### config.mk
export PLATFORM = sky130hd
export DESIGN_NAME = ucr_decode
export DESIGN_NICKNAME = d
export VERILOG_FILES = /design/src/verilog/ucr_pkg.sv /design/src/verilog/ucr_decode.sv
export SDC_FILE = /design/constraint.sdc
export NUM_CORES = 1
export LEC_CHECK = 0
export BUFFER_PORTS_ARGS = -buffer_cell sky130_fd_sc_hd__buf_2
export CORE_AREA = 2 2 304 306
export CTS_CLUSTER_SIZE = 14
export DETAILED_ROUTE_END_ITERATION = 8
export DIE_AREA = 0 0 306 308
export GPL_TIMING_DRIVEN = 0
export PLACE_DENSITY_LB_ADDON = 0.15
export SETUP_SLACK_MARGIN = 0.2
export SLEW_MARGIN = 25
export SYNTH_ARGS = -nofsm -noshare
export SYNTH_HDL_FRONTEND = slang
export SYNTH_SLANG_ARGS = --single-unit
### constraint.sdc
create_clock -name mclk -period 1.8 [get_ports mclk]
set_input_delay 0.18 -clock mclk [delete_from_list [all_inputs] [get_ports mclk]]
set_output_delay 0.18 -clock mclk [all_outputs]
set_load 0.1 [all_outputs]
### src/verilog/ucr_pkg.sv
package ucr_pkg;

    // Channel count and per-channel location codes on the low address lines.
    localparam int CHANNELS = 4;
    localparam logic [3:0] LOC_DATA = 4'h0;
    localparam logic [3:0] LOC_INT_EN = 4'h1;
    localparam logic [3:0] LOC_INT_STAT = 4'h2;
    localparam logic [3:0] LOC_LINE_CTL = 4'h3;
    localparam logic [3:0] LOC_MODEM_CTL = 4'h4;
    localparam logic [3:0] LOC_LINE_STAT = 4'h5;
    localparam logic [3:0] LOC_MODEM_STAT = 4'h6;
    localparam logic [3:0] LOC_SCRATCH = 4'h7;
    localparam logic [3:0] LOC_FEAT = 4'h8;
    localparam logic [3:0] LOC_ENH = 4'h9;
    localparam logic [3:0] LOC_TX_LVL = 4'hA;
    localparam logic [3:0] LOC_RX_LVL = 4'hB;
    localparam logic [3:0] LOC_OFF1 = 4'hC;
    localparam logic [3:0] LOC_OFF2 = 4'hD;
    localparam logic [3:0] LOC_ON1 = 4'hE;
    localparam logic [3:0] LOC_ON2 = 4'hF;

    // Device-wide locations, reached with the device select raised.
    localparam logic [3:0] DEV_IDENT = 4'h0;
    localparam logic [3:0] DEV_REVISION = 4'h1;
    localparam logic [3:0] DEV_BCAST = 4'h2;

    // Field positions and masks.
    localparam int DIV_ACCESS_BIT = 7;
    localparam int ENH_ENABLE_BIT = 4;
    localparam int BCAST_BIT = 0;
    localparam logic [7:0] FRAC_MASK = 8'h0F;
    localparam logic [7:0] FLAG_MASK = 8'h0F;
    localparam logic [7:0] INT_EN_ENH_MASK = 8'hE0;
    localparam logic [7:0] INT_STAT_ENH_MASK = 8'h30;
    localparam logic [7:0] FIFO_CTL_ENH_MASK = 8'h30;
    localparam logic [7:0] MODEM_CTL_ENH_MASK = 8'hEC;
    localparam logic [7:0] TURN_ENH_MASK = 8'hFC;

    // Reset values.
    localparam logic [7:0] CFG_RESET = 8'h00;
    localparam logic BCAST_RESET = 1'b0;

    typedef struct packed {
        logic [7:0] divisor_low, divisor_high, divisor_fraction, interrupt_enable;
        logic [7:0] line_control, modem_control, scratch_pad, feature_control;
        logic [7:0] enhanced_function, tx_fifo_trigger, rx_fifo_trigger;
        logic [7:0] turnaround_delay, flow_off_first, flow_off_second;
        logic [7:0] flow_on_first, flow_on_second;
    } ucr_cfg_t;

    typedef struct packed {
        logic [7:0] rx_holding, interrupt_status, line_status;
        logic [7:0] modem_status, tx_fifo_level, rx_fifo_level;
    } ucr_stat_t;

    typedef struct packed {
        logic rd;
        logic wr;
        logic dev_sel;
        logic [1:0] chan;
        logic [3:0] loc;
        logic [7:0] wdata;
    } ucr_host_t;

    typedef struct packed {
        logic [CHANNELS-1:0] tx_push;
        logic [CHANNELS-1:0] rx_pop;
        logic [CHANNELS-1:0] fifo_load;
        logic [7:0] fifo_value;
        logic [7:0] tx_byte;
    } ucr_strobe_t;

    typedef struct packed {
        ucr_cfg_t [CHANNELS-1:0] cfg;
        logic [CHANNELS-1:0][3:0] flags;
        logic bcast;
        logic [7:0] rd_data;
        logic rd_valid;
        ucr_strobe_t strobe;
    } ucr_state_t;

endpackage : ucr_pkg

### src/verilog/ucr_decode.sv
// Notes on behaviour
// - Read-only identification byte returns a fixed device type code.
// - Read-only revision byte counts up by one per silicon revision.
// - Broadcast bit set: a channel write updates all four channels.
// - Broadcast bit clear, its reset value: only the addressed channel changes.
// - Four low address lines pick one of sixteen channel locations.
// - Lower eight locations are the classic set, upper eight the enhanced ones.
// - Location 0, divisor access clear: read receive byte, write transmit byte.
// - Divisor access set: locations 0-2 are divisor low, high, 4-bit fraction.
// - Location 1, divisor access clear: interrupt enable, read and write.
// - Location 2, divisor access clear: read interrupt status, write FIFO control.
// - Locations 3 and 4: line and modem control, always read and write.
// - Location 5 reads line status; writes there do nothing.
// - Location 6 reads modem status; writes set turnaround delay.
// - Location 7 is a scratch byte returning the last write.
// - Locations 8 and 9: feature control and enhanced function, read and write.
// - Location 10 reads transmit fill count, writes transmit trigger level.
// - Location 11 reads receive fill count, writes receive trigger level.
// - Location 12 writes first flow-off char, reads flow character flags.
// - Locations 13-15 hold further flow chars, write only; reads reserved.
// - Enhanced bits in several registers work only with enhanced bit 4 set.
// - Flow flags use low four bits and clear once read.
module ucr_decode #(
    parameter logic [7:0] IDENT_CODE = 8'hA5, // Arbitrary device type value.
    parameter logic [7:0] REVISION_CODE = 8'h11 // Arbitrary revision value.
) (
    input logic mclk,
    input logic resetn,
    input ucr_pkg::ucr_host_t host,
    input ucr_pkg::ucr_stat_t [ucr_pkg::CHANNELS-1:0] stat,
    input logic [ucr_pkg::CHANNELS-1:0][3:0] flow_event,
    output logic [7:0] rd_data,
    output logic rd_valid,
    output ucr_pkg::ucr_cfg_t [ucr_pkg::CHANNELS-1:0] cfg,
    output logic broadcast_enable,
    output ucr_pkg::ucr_strobe_t strobe
);

    ucr_pkg::ucr_state_t st;
    ucr_pkg::ucr_state_t next_st;

    // Enhanced bits keep their old value unless the enhanced enable is set.
    function automatic logic [7:0] keep_enh(input logic [7:0] old, input logic [7:0] d,
                                            input logic [7:0] mask, input logic en);
        keep_enh = en ? d : ((old & mask) | (d & ~mask));
    endfunction : keep_enh

    // Applies one host write to one channel's configuration.
    function automatic ucr_pkg::ucr_cfg_t cfg_write(input ucr_pkg::ucr_cfg_t c,
                                                    input logic [3:0] loc,
                                                    input logic [7:0] d);
        ucr_pkg::ucr_cfg_t r;
        logic dl;
        logic en;
        r = c;
        dl = c.line_control[ucr_pkg::DIV_ACCESS_BIT];
        en = c.enhanced_function[ucr_pkg::ENH_ENABLE_BIT];
        case (loc)
            ucr_pkg::LOC_DATA: begin
                if (dl) begin
                    r.divisor_low = d;
                end
            end
            ucr_pkg::LOC_INT_EN: begin
                if (dl) begin
                    r.divisor_high = d;
                end else begin
                    r.interrupt_enable = keep_enh(c.interrupt_enable, d,
                        ucr_pkg::INT_EN_ENH_MASK, en);
                end
            end
            ucr_pkg::LOC_INT_STAT: begin
                if (dl) begin
                    r.divisor_fraction = d & ucr_pkg::FRAC_MASK;
                end
            end
            ucr_pkg::LOC_LINE_CTL: r.line_control = d;
            ucr_pkg::LOC_MODEM_CTL: begin
                r.modem_control = keep_enh(c.modem_control, d,
                    ucr_pkg::MODEM_CTL_ENH_MASK, en);
            end
            ucr_pkg::LOC_LINE_STAT: r = c;
            ucr_pkg::LOC_MODEM_STAT: begin
                r.turnaround_delay = keep_enh(c.turnaround_delay, d,
                    ucr_pkg::TURN_ENH_MASK, en);
            end
            ucr_pkg::LOC_SCRATCH: r.scratch_pad = d;
            ucr_pkg::LOC_FEAT: r.feature_control = d;
            ucr_pkg::LOC_ENH: r.enhanced_function = d;
            ucr_pkg::LOC_TX_LVL: r.tx_fifo_trigger = d;
            ucr_pkg::LOC_RX_LVL: r.rx_fifo_trigger = d;
            ucr_pkg::LOC_OFF1: r.flow_off_first = d;
            ucr_pkg::LOC_OFF2: r.flow_off_second = d;
            ucr_pkg::LOC_ON1: r.flow_on_first = d;
            ucr_pkg::LOC_ON2: r.flow_on_second = d;
        endcase
        cfg_write = r;
    endfunction : cfg_write

    // Read multiplexer for one channel; low half classic, high half enhanced.
    function automatic logic [7:0] chan_read(input ucr_pkg::ucr_cfg_t c,
                                             input ucr_pkg::ucr_stat_t s,
                                             input logic [3:0] flags,
                                             input logic [3:0] loc);
        logic dl;
        logic en;
        dl = c.line_control[ucr_pkg::DIV_ACCESS_BIT];
        en = c.enhanced_function[ucr_pkg::ENH_ENABLE_BIT];
        case (loc)
            ucr_pkg::LOC_DATA: chan_read = dl ? c.divisor_low : s.rx_holding;
            ucr_pkg::LOC_INT_EN: begin
                chan_read = dl ? c.divisor_high : (c.interrupt_enable
                    & ~(en ? 8'h00 : ucr_pkg::INT_EN_ENH_MASK));
            end
            ucr_pkg::LOC_INT_STAT: begin
                chan_read = dl ? (c.divisor_fraction & ucr_pkg::FRAC_MASK)
                    : (s.interrupt_status
                    & ~(en ? 8'h00 : ucr_pkg::INT_STAT_ENH_MASK));
            end
            ucr_pkg::LOC_LINE_CTL: chan_read = c.line_control;
            ucr_pkg::LOC_MODEM_CTL: chan_read = c.modem_control;
            ucr_pkg::LOC_LINE_STAT: chan_read = s.line_status;
            ucr_pkg::LOC_MODEM_STAT: chan_read = s.modem_status;
            ucr_pkg::LOC_SCRATCH: chan_read = c.scratch_pad;
            ucr_pkg::LOC_FEAT: chan_read = c.feature_control;
            ucr_pkg::LOC_ENH: chan_read = c.enhanced_function;
            ucr_pkg::LOC_TX_LVL: chan_read = s.tx_fifo_level;
            ucr_pkg::LOC_RX_LVL: chan_read = s.rx_fifo_level;
            ucr_pkg::LOC_OFF1: chan_read = {4'h0, flags} & ucr_pkg::FLAG_MASK;
            default: chan_read = 8'h00;
        endcase
    endfunction : chan_read

    // Next-state logic: strobes default low, flags gather events, then the
    // host read and write are applied. A flag event in the clearing read's
    // cycle survives, because the clear drops only the old flags.
    always_comb begin
        next_st = st;
        next_st.rd_valid = 1'b0;
        next_st.strobe.tx_push = '0;
        next_st.strobe.rx_pop = '0;
        next_st.strobe.fifo_load = '0;
        for (int c = 0; c < ucr_pkg::CHANNELS; c++) begin
            next_st.flags[c] = st.flags[c] | flow_event[c];
        end
        if (host.rd) begin
            next_st.rd_valid = 1'b1;
            if (host.dev_sel) begin
                case (host.loc)
                    ucr_pkg::DEV_IDENT: next_st.rd_data = IDENT_CODE;
                    ucr_pkg::DEV_REVISION: next_st.rd_data = REVISION_CODE;
                    ucr_pkg::DEV_BCAST: next_st.rd_data = {7'h00, st.bcast};
                    default: next_st.rd_data = 8'h00;
                endcase
            end else begin
                // Only the addressed channel answers a read.
                next_st.rd_data = chan_read(st.cfg[host.chan], stat[host.chan],
                    st.flags[host.chan], host.loc);
                if (host.loc == ucr_pkg::LOC_OFF1) begin
                    next_st.flags[host.chan] = flow_event[host.chan];
                end
                if (host.loc == ucr_pkg::LOC_DATA
                    && !st.cfg[host.chan].line_control[ucr_pkg::DIV_ACCESS_BIT]) begin
                    next_st.strobe.rx_pop[host.chan] = 1'b1;
                end
            end
        end
        if (host.wr) begin
            if (host.dev_sel) begin
                if (host.loc == ucr_pkg::DEV_BCAST) begin
                    next_st.bcast = host.wdata[ucr_pkg::BCAST_BIT];
                end
            end else begin
                for (int c = 0; c < ucr_pkg::CHANNELS; c++) begin
                    if (st.bcast || host.chan == 2'(c)) begin
                        next_st.cfg[c] = cfg_write(st.cfg[c], host.loc, host.wdata);
                        if (!st.cfg[c].line_control[ucr_pkg::DIV_ACCESS_BIT]) begin
                            if (host.loc == ucr_pkg::LOC_DATA) begin
                                next_st.strobe.tx_push[c] = 1'b1;
                            end
                            if (host.loc == ucr_pkg::LOC_INT_STAT) begin
                                next_st.strobe.fifo_load[c] = 1'b1;
                            end
                        end
                    end
                end
                next_st.strobe.tx_byte = host.wdata;
                // Shared value; with broadcast the addressed channel's gate rules.
                next_st.strobe.fifo_value = host.wdata & ~(st.cfg[host.chan]
                    .enhanced_function[ucr_pkg::ENH_ENABLE_BIT] ? 8'h00
                    : ucr_pkg::FIFO_CTL_ENH_MASK);
            end
        end
    end

    // State register; reset gives every configuration byte its reset value.
    always_ff @(posedge mclk or negedge resetn) begin
        if (!resetn) begin
            st <= '0;
            for (int c = 0; c < ucr_pkg::CHANNELS; c++) begin
                st.cfg[c] <= {16{ucr_pkg::CFG_RESET}};
            end
            st.bcast <= ucr_pkg::BCAST_RESET;
        end else begin
            st <= next_st;
        end
    end

    // Outputs come straight from the state flops.
    assign rd_data = st.rd_data;
    assign rd_valid = st.rd_valid;
    assign cfg = st.cfg;
    assign broadcast_enable = st.bcast;
    assign strobe = st.strobe;
endmodule : ucr_decode

==> impl_metrics.toml, run 1 <==
[setup_path]
cp.arrival_ns = 2.73
r2r_start = "cfg[223]"
path_cells = "buf_6, mux4_2, buf_12, mux2i_4, o22ai_2, a2111oi_4, a211oi_2"
critical_path_class = "flip-flop to flip-flop"
reg2regPathDepth = 7
crit_path_start = "cfg[223]"
path_max_fanout = 8
crit_path_top_delay_cell = "mux4_2"
cpPeakStageDelay_ns = 0.48
cp-end-kind = "flip-flop"
crit_buf_inv = 2
critPathTopFamily = "compound AO/OA/AOI/OAI gates"
startpoint_type = "flip-flop"
worst-path-stages = 7
cp.required_ns = 2.27

[outcome]
failed_checks = "negative hold slack, negative setup slack"
status = "complete, but fails checks"

[timing]
period_share = 1.25
drv_slew = 0
worst_pin_slew_ns = 1.11
min_period_ns = 2.26
setup_tns_ns = -67.62
grt_setup_unrepaired = "yes"
max_freq_mhz = 443
finalHoldViolCount = 73
slew_headroom = 0.263
hold_ws_ns = -0.473
setup_viol = 496
fin_skew_ns = 0.0201
layout_setup_ws_ns = -0.457

[floorplan]
placementRows = 111
initial_utilization = 0.315
die-height_um = 308
coreArea_um2 = 91000
num_io_pins = 777
die_w_um = 306
die_area_um2 = 94200

[detailed_routing]
vias = 21913
drtIter0Drc = 1418
ant_nets = 0
routedWlPerCell_um = 32.8
drc = 0
vias_per_cell = 5.04
routed_wl_um = 143000
firstDrtPassIters = 5

[cts]
ctsRootBufferMaster = "clkbuf_16"
cts.sinks = 544
hold_buffers = 21
htree_num_levels = 3
cts_made_buffers = 71
insertion_delay_ns = 0.62
clock_path_buffers = 3
clk_pin_slew_ns = 0.06
cts_tree = "done"

[global_routing]
grt_pass1_vias = 23356
overflow = 0
track_usage = 0.298
grt_pass1_wl_um = 194000
grt_antenna_before_repair = 13
grt_max_degree = 92

[placed_design]
pre_cts_slack_ns = -1.65
dp_hpwl_um = 103000
gp_congestion = 0.893
io_buffers = 751

[synthesis]
ys_warn_count = 0
yosysSeqAreaShare = 0.476
ys_types = 52
synth-edff-count = 0
async_reset_ff_frac = 1.00
synth_ff_type = "dfrtp_1"
ys_ff_latch = 544
synthesis.area_um2 = 28600
postSynthCellCount = 2158
syn_area_per_cell_um2 = 13.3

[worst_hold_path]
hold_class = "input port to async pin"

[pwr]
p_total_mw = 47.6
leakage_nw = 22.6
p_per_area_nw_per_um2 = 1100
ir_worst_vdd_mv = 0.750

[layout]
area_growth_pct = 50.7
mostFrequentLayoutCells = "buf_4, buf_2, dfrtp_1"
drive_gt1_frac = 0.751
final_common_cell = "buf_4"
n_fill_cell = 8257
final_core_util = 0.474
fin_nets = 3336

[run]
maxCapViolCount = 0
synth_stat cells, types with 12 or more instances:
cell type / n / area share
mux2_1: 15 / 0.0059
nand2_1: 83 / 0.011
mux2_2: 482 / 0.19
dfrtp_1: 544 / 0.48
nand2_2: 12 / 0.0026
mux2i_1: 15 / 0.0052
buf_4: 558 / 0.15
nand3_1: 26 / 0.0045
a22oi_1: 29 / 0.0076
a21oi_1: 15 / 0.0026
nor3_1: 14 / 0.0024
a21o_1: 17 / 0.0045
clkbuf_1: 64 / 0.0084
nor2_1: 15 / 0.0020
buf_2: 46 / 0.0080
mux4_2: 120 / 0.094
metal layers:
layer / global-route usage / share of wire
met5: 0 / 0.00019
met4: 0.107 / 0.040
met3: 0.0660 / 0.074
met2: 0.485 / 0.47
met1: 0.389 / 0.42
what timing repair did:
| action | in CTS | in global routing |
|---|---|---|
| cloned | 5 | 0 |
| pin swaps | 31 | 17 |
| gates resized for setup | 944 | 292 |
| endpoints found under the hold margin | 95 | 73 |
| buffers inserted | 69 | 9 |
| setup endpoints to repair | 1056 | 923 |
power breakdown:
group	internal [mW]	switching, mW	total (mW)
Sequential	13.4	0.949	14.4
Clock	8.91	5.71	14.6
Combinational	5.72	12.9	18.6
stage by stage:
step | std cells | cell area [um2]
global placement | 4110 | 35100
detailed placement | 4118 | 35400
floorplan | 2173 | 29900
global route | 4347 | 43100
finish | 4348 | 43100
CTS | 4337 | 42300
final cells by class:
class,count,area [um2],area share
flip-flops and latches,544,13600,0.316
multi-input cells,949,13500,0.312
repair buffers,863,6920,0.160
plain buffers,678,5250,0.122
clock buffers,103,2090,0.0485
well taps,1186,1480,0.0344
clock inverters,21,267,0.00618
inverters,2,7.51,0.000174
diodes,2,5.00,0.000116
final timing paths:
path | to | slack, ns
max | rd_data[2] | -0.46
min | cfg[180] | -0.47
max reg2reg | rd_data[2] | -0.46
min reg2reg | st[46] | 0.48
max in group asynchronous | cfg[26] | 0.55
min in group mclk | strobe[8] | 0.07
state kept, by name (all words and copies together), names as in the netlist:
register and flops:
strobe 22, cfg 496, st 16, rd_valid 1, broadcast_enable 1, rd_data 8
logic make-up after synthesis:
| logic type | count (synthesis) | synth area share |
|---|---|---|
| compound gates | 94 | 0.0227 |
| buf+inv | 680 | 0.166 |
| flops | 544 | 0.476 |
| mux | 632 | 0.295 |
| other cells | 1 | 0.000131 |
| simple gates | 207 | 0.0401 |
(Power assumes the default switching activity.)
==> run 2: changes to the inputs <==
Settings changed: SKIP_LAST_GASP from default to 1.
==> run 2 against run 1 <==
Effect of this change: the flow still finishes with violations (negative hold slack, negative setup slack); sequential power is essentially flat; routed wire length grew 0.11%; clock power is essentially flat; die area is the same; cell count is essentially flat; hold slack gained 0.00097 ns; power grew 0.30%; first-iteration DRC count grew 7.4%; via count grew 0.17%; final area grew 0.35%; core utilization grew 0.17 points; setup slack lost 0.041 ns.
==> impl_metrics.toml, run 2 (synthesized netlist as in run 1, its figures left out) <==
[layout]
final_cells = 4349
drive_gt1_frac = 0.751
final_area_um2 = 43300
largest_register = "cfg"
mostFrequentLayoutCells = "buf_4, dfrtp_1, buf_2"
fin_nets = 3338
area_growth_pct = 51.2
final_common_cell = "buf_4"
final_core_util = 0.476
n_fill_cell = 8232
largest_reg_flops = 496

[cts]
clock_path_buffers = 3
clk_pin_slew_ns = 0.06
cts_tree = "done"
cts.sinks = 544
hold_buffers = 21
cts_made_buffers = 71
ctsRootBufferMaster = "clkbuf_16"
insertion_delay_ns = 0.62
htree_num_levels = 3

[worst_hold_path]
hold_class = "input port to async pin"

[timing]
finalHoldViolCount = 74
drv_slew = 0
fin_skew_ns = 0.0193
period_share = 1.28
worst_pin_slew_ns = 1.12
hold_ws_ns = -0.472
slew_headroom = 0.252
grt_setup_unrepaired = "yes"
setup_tns_ns = -72.08
min_period_ns = 2.30
layout_setup_ws_ns = -0.498
setup_viol = 494
max_freq_mhz = 435

[floorplan]
coreArea_um2 = 91000
die-height_um = 308
num_io_pins = 777
die_w_um = 306
placementRows = 111
initial_utilization = 0.315
die_area_um2 = 94200

[detailed_routing]
routedWlPerCell_um = 32.8
vias = 21951
vias_per_cell = 5.05
ant_nets = 0
drc = 0
firstDrtPassIters = 5
drtIter0Drc = 1523
routed_wl_um = 143000

[placed_design]
placed_cells = 4118
io_buffers = 751
gp_congestion = 0.893
pre_cts_slack_ns = -1.65
dp_hpwl_um = 103000
placed_cell_area_um2 = 35400

[global_routing]
overflow = 0
grt_pass1_wl_um = 194000
track_usage = 0.298
grt_pass1_vias = 23335
use_met1 = 0.388
busiest_layer = "met2"
use_met2 = 0.486
grt_max_degree = 92
grt_antenna_before_repair = 12
grtUsageMet3 = 0.0667

[setup_path]
cp.arrival_ns = 2.76
cp.required_ns = 2.26
startpoint_type = "flip-flop"
path_max_fanout = 8
cp-end-kind = "flip-flop"
critical_path_class = "flip-flop to flip-flop"

[pwr]
ir_worst_vdd_mv = 0.750
leakage_nw = 22.6
p_per_area_nw_per_um2 = 1100

[outcome]
failed_checks = "negative hold slack, negative setup slack"
status = "complete, but fails checks"

[run]
maxCapViolCount = 0
## run 2: cell types whose count changed in the layout (fill, tap and decap cells not counted), moves of 2 or more
cell,before,now
buf_2,536,511
buf_4,576,578
mux2_2,9,12
mux2_4,488,485
buf_6,250,275
## run 2: report_power, final
group	internal, mW	switching (mW)
combinational	5.81	12.9
sequential	13.4	0.949
clock	8.91	5.74
total	28.1	19.6
## run 2: timing repair
| action | 4_1_cts | 5_1_grt |
|---|---|---|
| resized for setup | 928 | 380 |
| buffers inserted | 69 | 11 |
| endpoints found under the setup margin | 1056 | 923 |
| cloned | 5 | 0 |
| pin swaps | 29 | 19 |
| endpoints found under the hold margin | 95 | 73 |
## run 2: layer usage
metal / share of wire / vias to the layer above / wire [um]
met3: 0.073 / 233 / 10400
met4: 0.041 / 6 / 5890
met1: 0.42 / 11682 / 59500
met2: 0.47 / 1038 / 67000
met5: 0.00022 / - / 31
li1: - / 8992 / -
## run 2: area by class of cell
| class | count | area [um2] | share of cell area |
|---|---|---|---|
| flip-flops and latches | 544 | 13600 | 0.315 |
| diodes | 1 | 2.50 | 0.0000578 |
| plain buffers | 678 | 5250 | 0.121 |
| well taps | 1186 | 1480 | 0.0343 |
| clock buffers | 103 | 2090 | 0.0483 |
| clock inverters | 21 | 267 | 0.00616 |
| inverters | 2 | 7.51 | 0.000173 |
| multi-input cells | 949 | 13500 | 0.311 |
| repair buffers | 865 | 7090 | 0.164 |
## run 2: worst paths after layout
check                      slack (ns)      from  depth (start not counted)    endpoint
setup / recovery                -0.50  cfg[479]                          7  rd_data[2]
hold / removal                  -0.47    resetn                          1    cfg[180]
setup reg to reg                -0.50  cfg[479]                          7  rd_data[2]
hold reg to reg                  0.48    st[53]                          1      st[53]
max in group asynchronous        0.52    resetn                          4     cfg[26]
min in group mclk                0.07   host[0]                          3   strobe[8]
## run 2: per-stage QoR
step / power [mW] / hold slack [ns]
CTS: 47.5 / -0.486
detailed placement: 31.0 / 0.181
global route: 49.0 / -0.464
floorplan: 27.4 / -0.116
global placement: 30.8 / 0.359
finish: 47.7 / -0.472
## run 2: worst max-delay path, cell delays in order, from the launching register on
cell,delay [ns]
dfrtp_1,0.39
buf_6,0.13
mux4_2,0.49
buf_12,0.18
mux2i_2,0.24
o22ai_2,0.12
a2111oi_4,0.44
a211oi_1,0.16
==> run 3: changes to the inputs <==
Settings changed: CELL_PAD_IN_SITES_DETAIL_PLACEMENT from default to 1, CELL_PAD_IN_SITES_GLOBAL_PLACEMENT from default to 1, CORE_AREA 2 2 304 306 to 2 2 303 305, DIE_AREA 0 0 306 308 to 0 0 305 307.
==> run 3 against run 2 <==
Effect of this change: the run ends with negative setup slack left; setup slack gained 0.026 ns; power grew 1.5%; core utilization grew 1.0 points; die area shrank 0.65%; routed wire length grew 2.4%; combinational power grew 3%; clock power is essentially flat; largest power group unchanged.
==> impl_metrics.toml, run 3 (synthesized netlist as in run 1, its figures left out) <==
[timing]
min_period_ns = 2.27
hold_ws_ns = 0.0888
grt_setup_unrepaired = "yes"
drv_slew = 0
max_freq_mhz = 440
finalHoldViolCount = 0
setup_tns_ns = -33.94
worst_pin_slew_ns = 1.11
fin_skew_ns = 0.0110
layout_setup_ws_ns = -0.472
period_share = 1.26
setup_viol = 403
slew_headroom = 0.261

[layout]
mostFrequentLayoutCells = "buf_4, dfrtp_1, mux2_4"
largest_reg_flops = 496
fin_nets = 3328
n_fill_cell = 9163
final_common_cell = "buf_4"
final_cells = 4345
drive_gt1_frac = 0.752
final_core_util = 0.486
largest_register = "cfg"
final_area_um2 = 44100
area_growth_pct = 54.1

[worst_hold_path]
hold_class = "input port to async pin"

[global_routing]
grt_antenna_before_repair = 10
grt_max_degree = 88
grt_pass1_wl_um = 200000
overflow = 0
grt_pass1_vias = 24034
track_usage = 0.307

[detailed_routing]
top_layer = "met5"
dr_wl_met2_um = 71600
ant_nets = 0
drc = 0
wl_met1_um = 60100
wl_met3_um = 9320
vias = 21877
routedWlPerCell_um = 33.7
vias_per_cell = 5.03
drtIter0Drc = 1284
routed_wl_um = 146000
firstDrtPassIters = 5

[pwr]
p_int_mw = 28.4
power_frac_comb = 0.398
swShare = 0.413
clkPwrFrac = 0.305
ir_worst_vdd_mv = 0.756
pwr-share-seq = 0.297
netSwitchingPower_mw = 20.0
p_per_area_nw_per_um2 = 1100
p_total_mw = 48.4
leakage_nw = 22.6

[placed_design]
pre_cts_slack_ns = -1.55
io_buffers = 751
dp_hpwl_um = 105000
placed_cells = 4119
placed_cell_area_um2 = 35400
gp_congestion = 0.857

[floorplan]
num_io_pins = 777
initial_utilization = 0.316
coreArea_um2 = 90700
placementRows = 111
die_w_um = 305
die-height_um = 307
die_area_um2 = 93600

[setup_path]
cp-end-kind = "flip-flop"
cp.arrival_ns = 2.76
cp.required_ns = 2.29
critical_path_class = "flip-flop to flip-flop"
startpoint_type = "flip-flop"
r2r_start = "cfg[479]"
path_max_fanout = 8
crit_path_start = "cfg[479]"

[cts]
ctsRootBufferMaster = "clkbuf_16"
cts_tree = "done"
cts.sinks = 544
clk_pin_slew_ns = 0.06
insertion_delay_ns = 0.63
clock_path_buffers = 3
cts_made_buffers = 70
htree_num_levels = 3

[run]
maxCapViolCount = 0

[outcome]
status = "complete, but fails checks"
failed_checks = "negative setup slack"
==> run 3: changes by cell type in the layout (fill, tap and decap cells not counted), moves of 7 or more <==
cell    change
buf_2     -134
buf_6     +101
mux2_2     +12
mux2_4     -12
buf_4      +11
buf_12      +7
==> run 3: timing repair <==
item / CTS / global route
hold buffers: 21 / 0
buffers inserted: 53 / 15
cloned: 5 / 1
endpoints found under the hold margin: 89 / 0
gates resized for setup: 962 / 697
endpoints found under the setup margin: 1058 / 1088
pin swaps: 27 / 14
==> run 3: cell type report <==
cell class | instances | area [um2] | share of cell area
tap | 1186 | 1480 | 0.0337
sequential | 544 | 13600 | 0.309
clock buffer | 98 | 2020 | 0.0458
clock inverter | 31 | 372 | 0.00843
timing repair buffer | 856 | 7920 | 0.180
buffer | 678 | 5220 | 0.118
antenna | 1 | 2.50 | 0.0000568
multi-input combinational | 949 | 13400 | 0.305
inverter | 2 | 11.3 | 0.000255
==> run 3: metal layers <==
metal	track usage	up-vias
li1	-	8968
met1	0.389	11778
met2	0.519	900
met3	0.0696	227
met4	0.0964	4
met5	0	-
==> run 3: power groups by stage <==
stage / combinational, mW / clock (mW) / sequential [mW]
2_1_floorplan: 13.3 / 0 / 14.2
3_3_place_gp: 16.4 / 0 / 14.4
3_5_place_dp: 16.5 / 0 / 14.5
4_1_cts: 18.3 / 15.1 / 14.3
5_1_grt: 19.7 / 15.5 / 14.5
6_report: 19.3 / 14.8 / 14.4
==> run 3: critical path, cell delays in order, from the launching register on <==
cell,delay [ns]
dfrtp_1,0.39
buf_6,0.12
mux4_2,0.49
buf_12,0.18
mux2i_4,0.21
nor2_2,0.08
a2111oi_4,0.51
a211oi_1,0.14
==> run 3: worst paths after layout <==
check	end	cells after the start	slack, ns
worst min register to register	strobe[12]	2	0.47
worst min-delay path	cfg[393]	2	0.09
worst max-delay path	rd_data[2]	7	-0.47
worst max register to register	rd_data[2]	7	-0.47
min in group mclk	cfg[397]	2	0.10
max in group asynchronous	cfg[70]	4	0.37
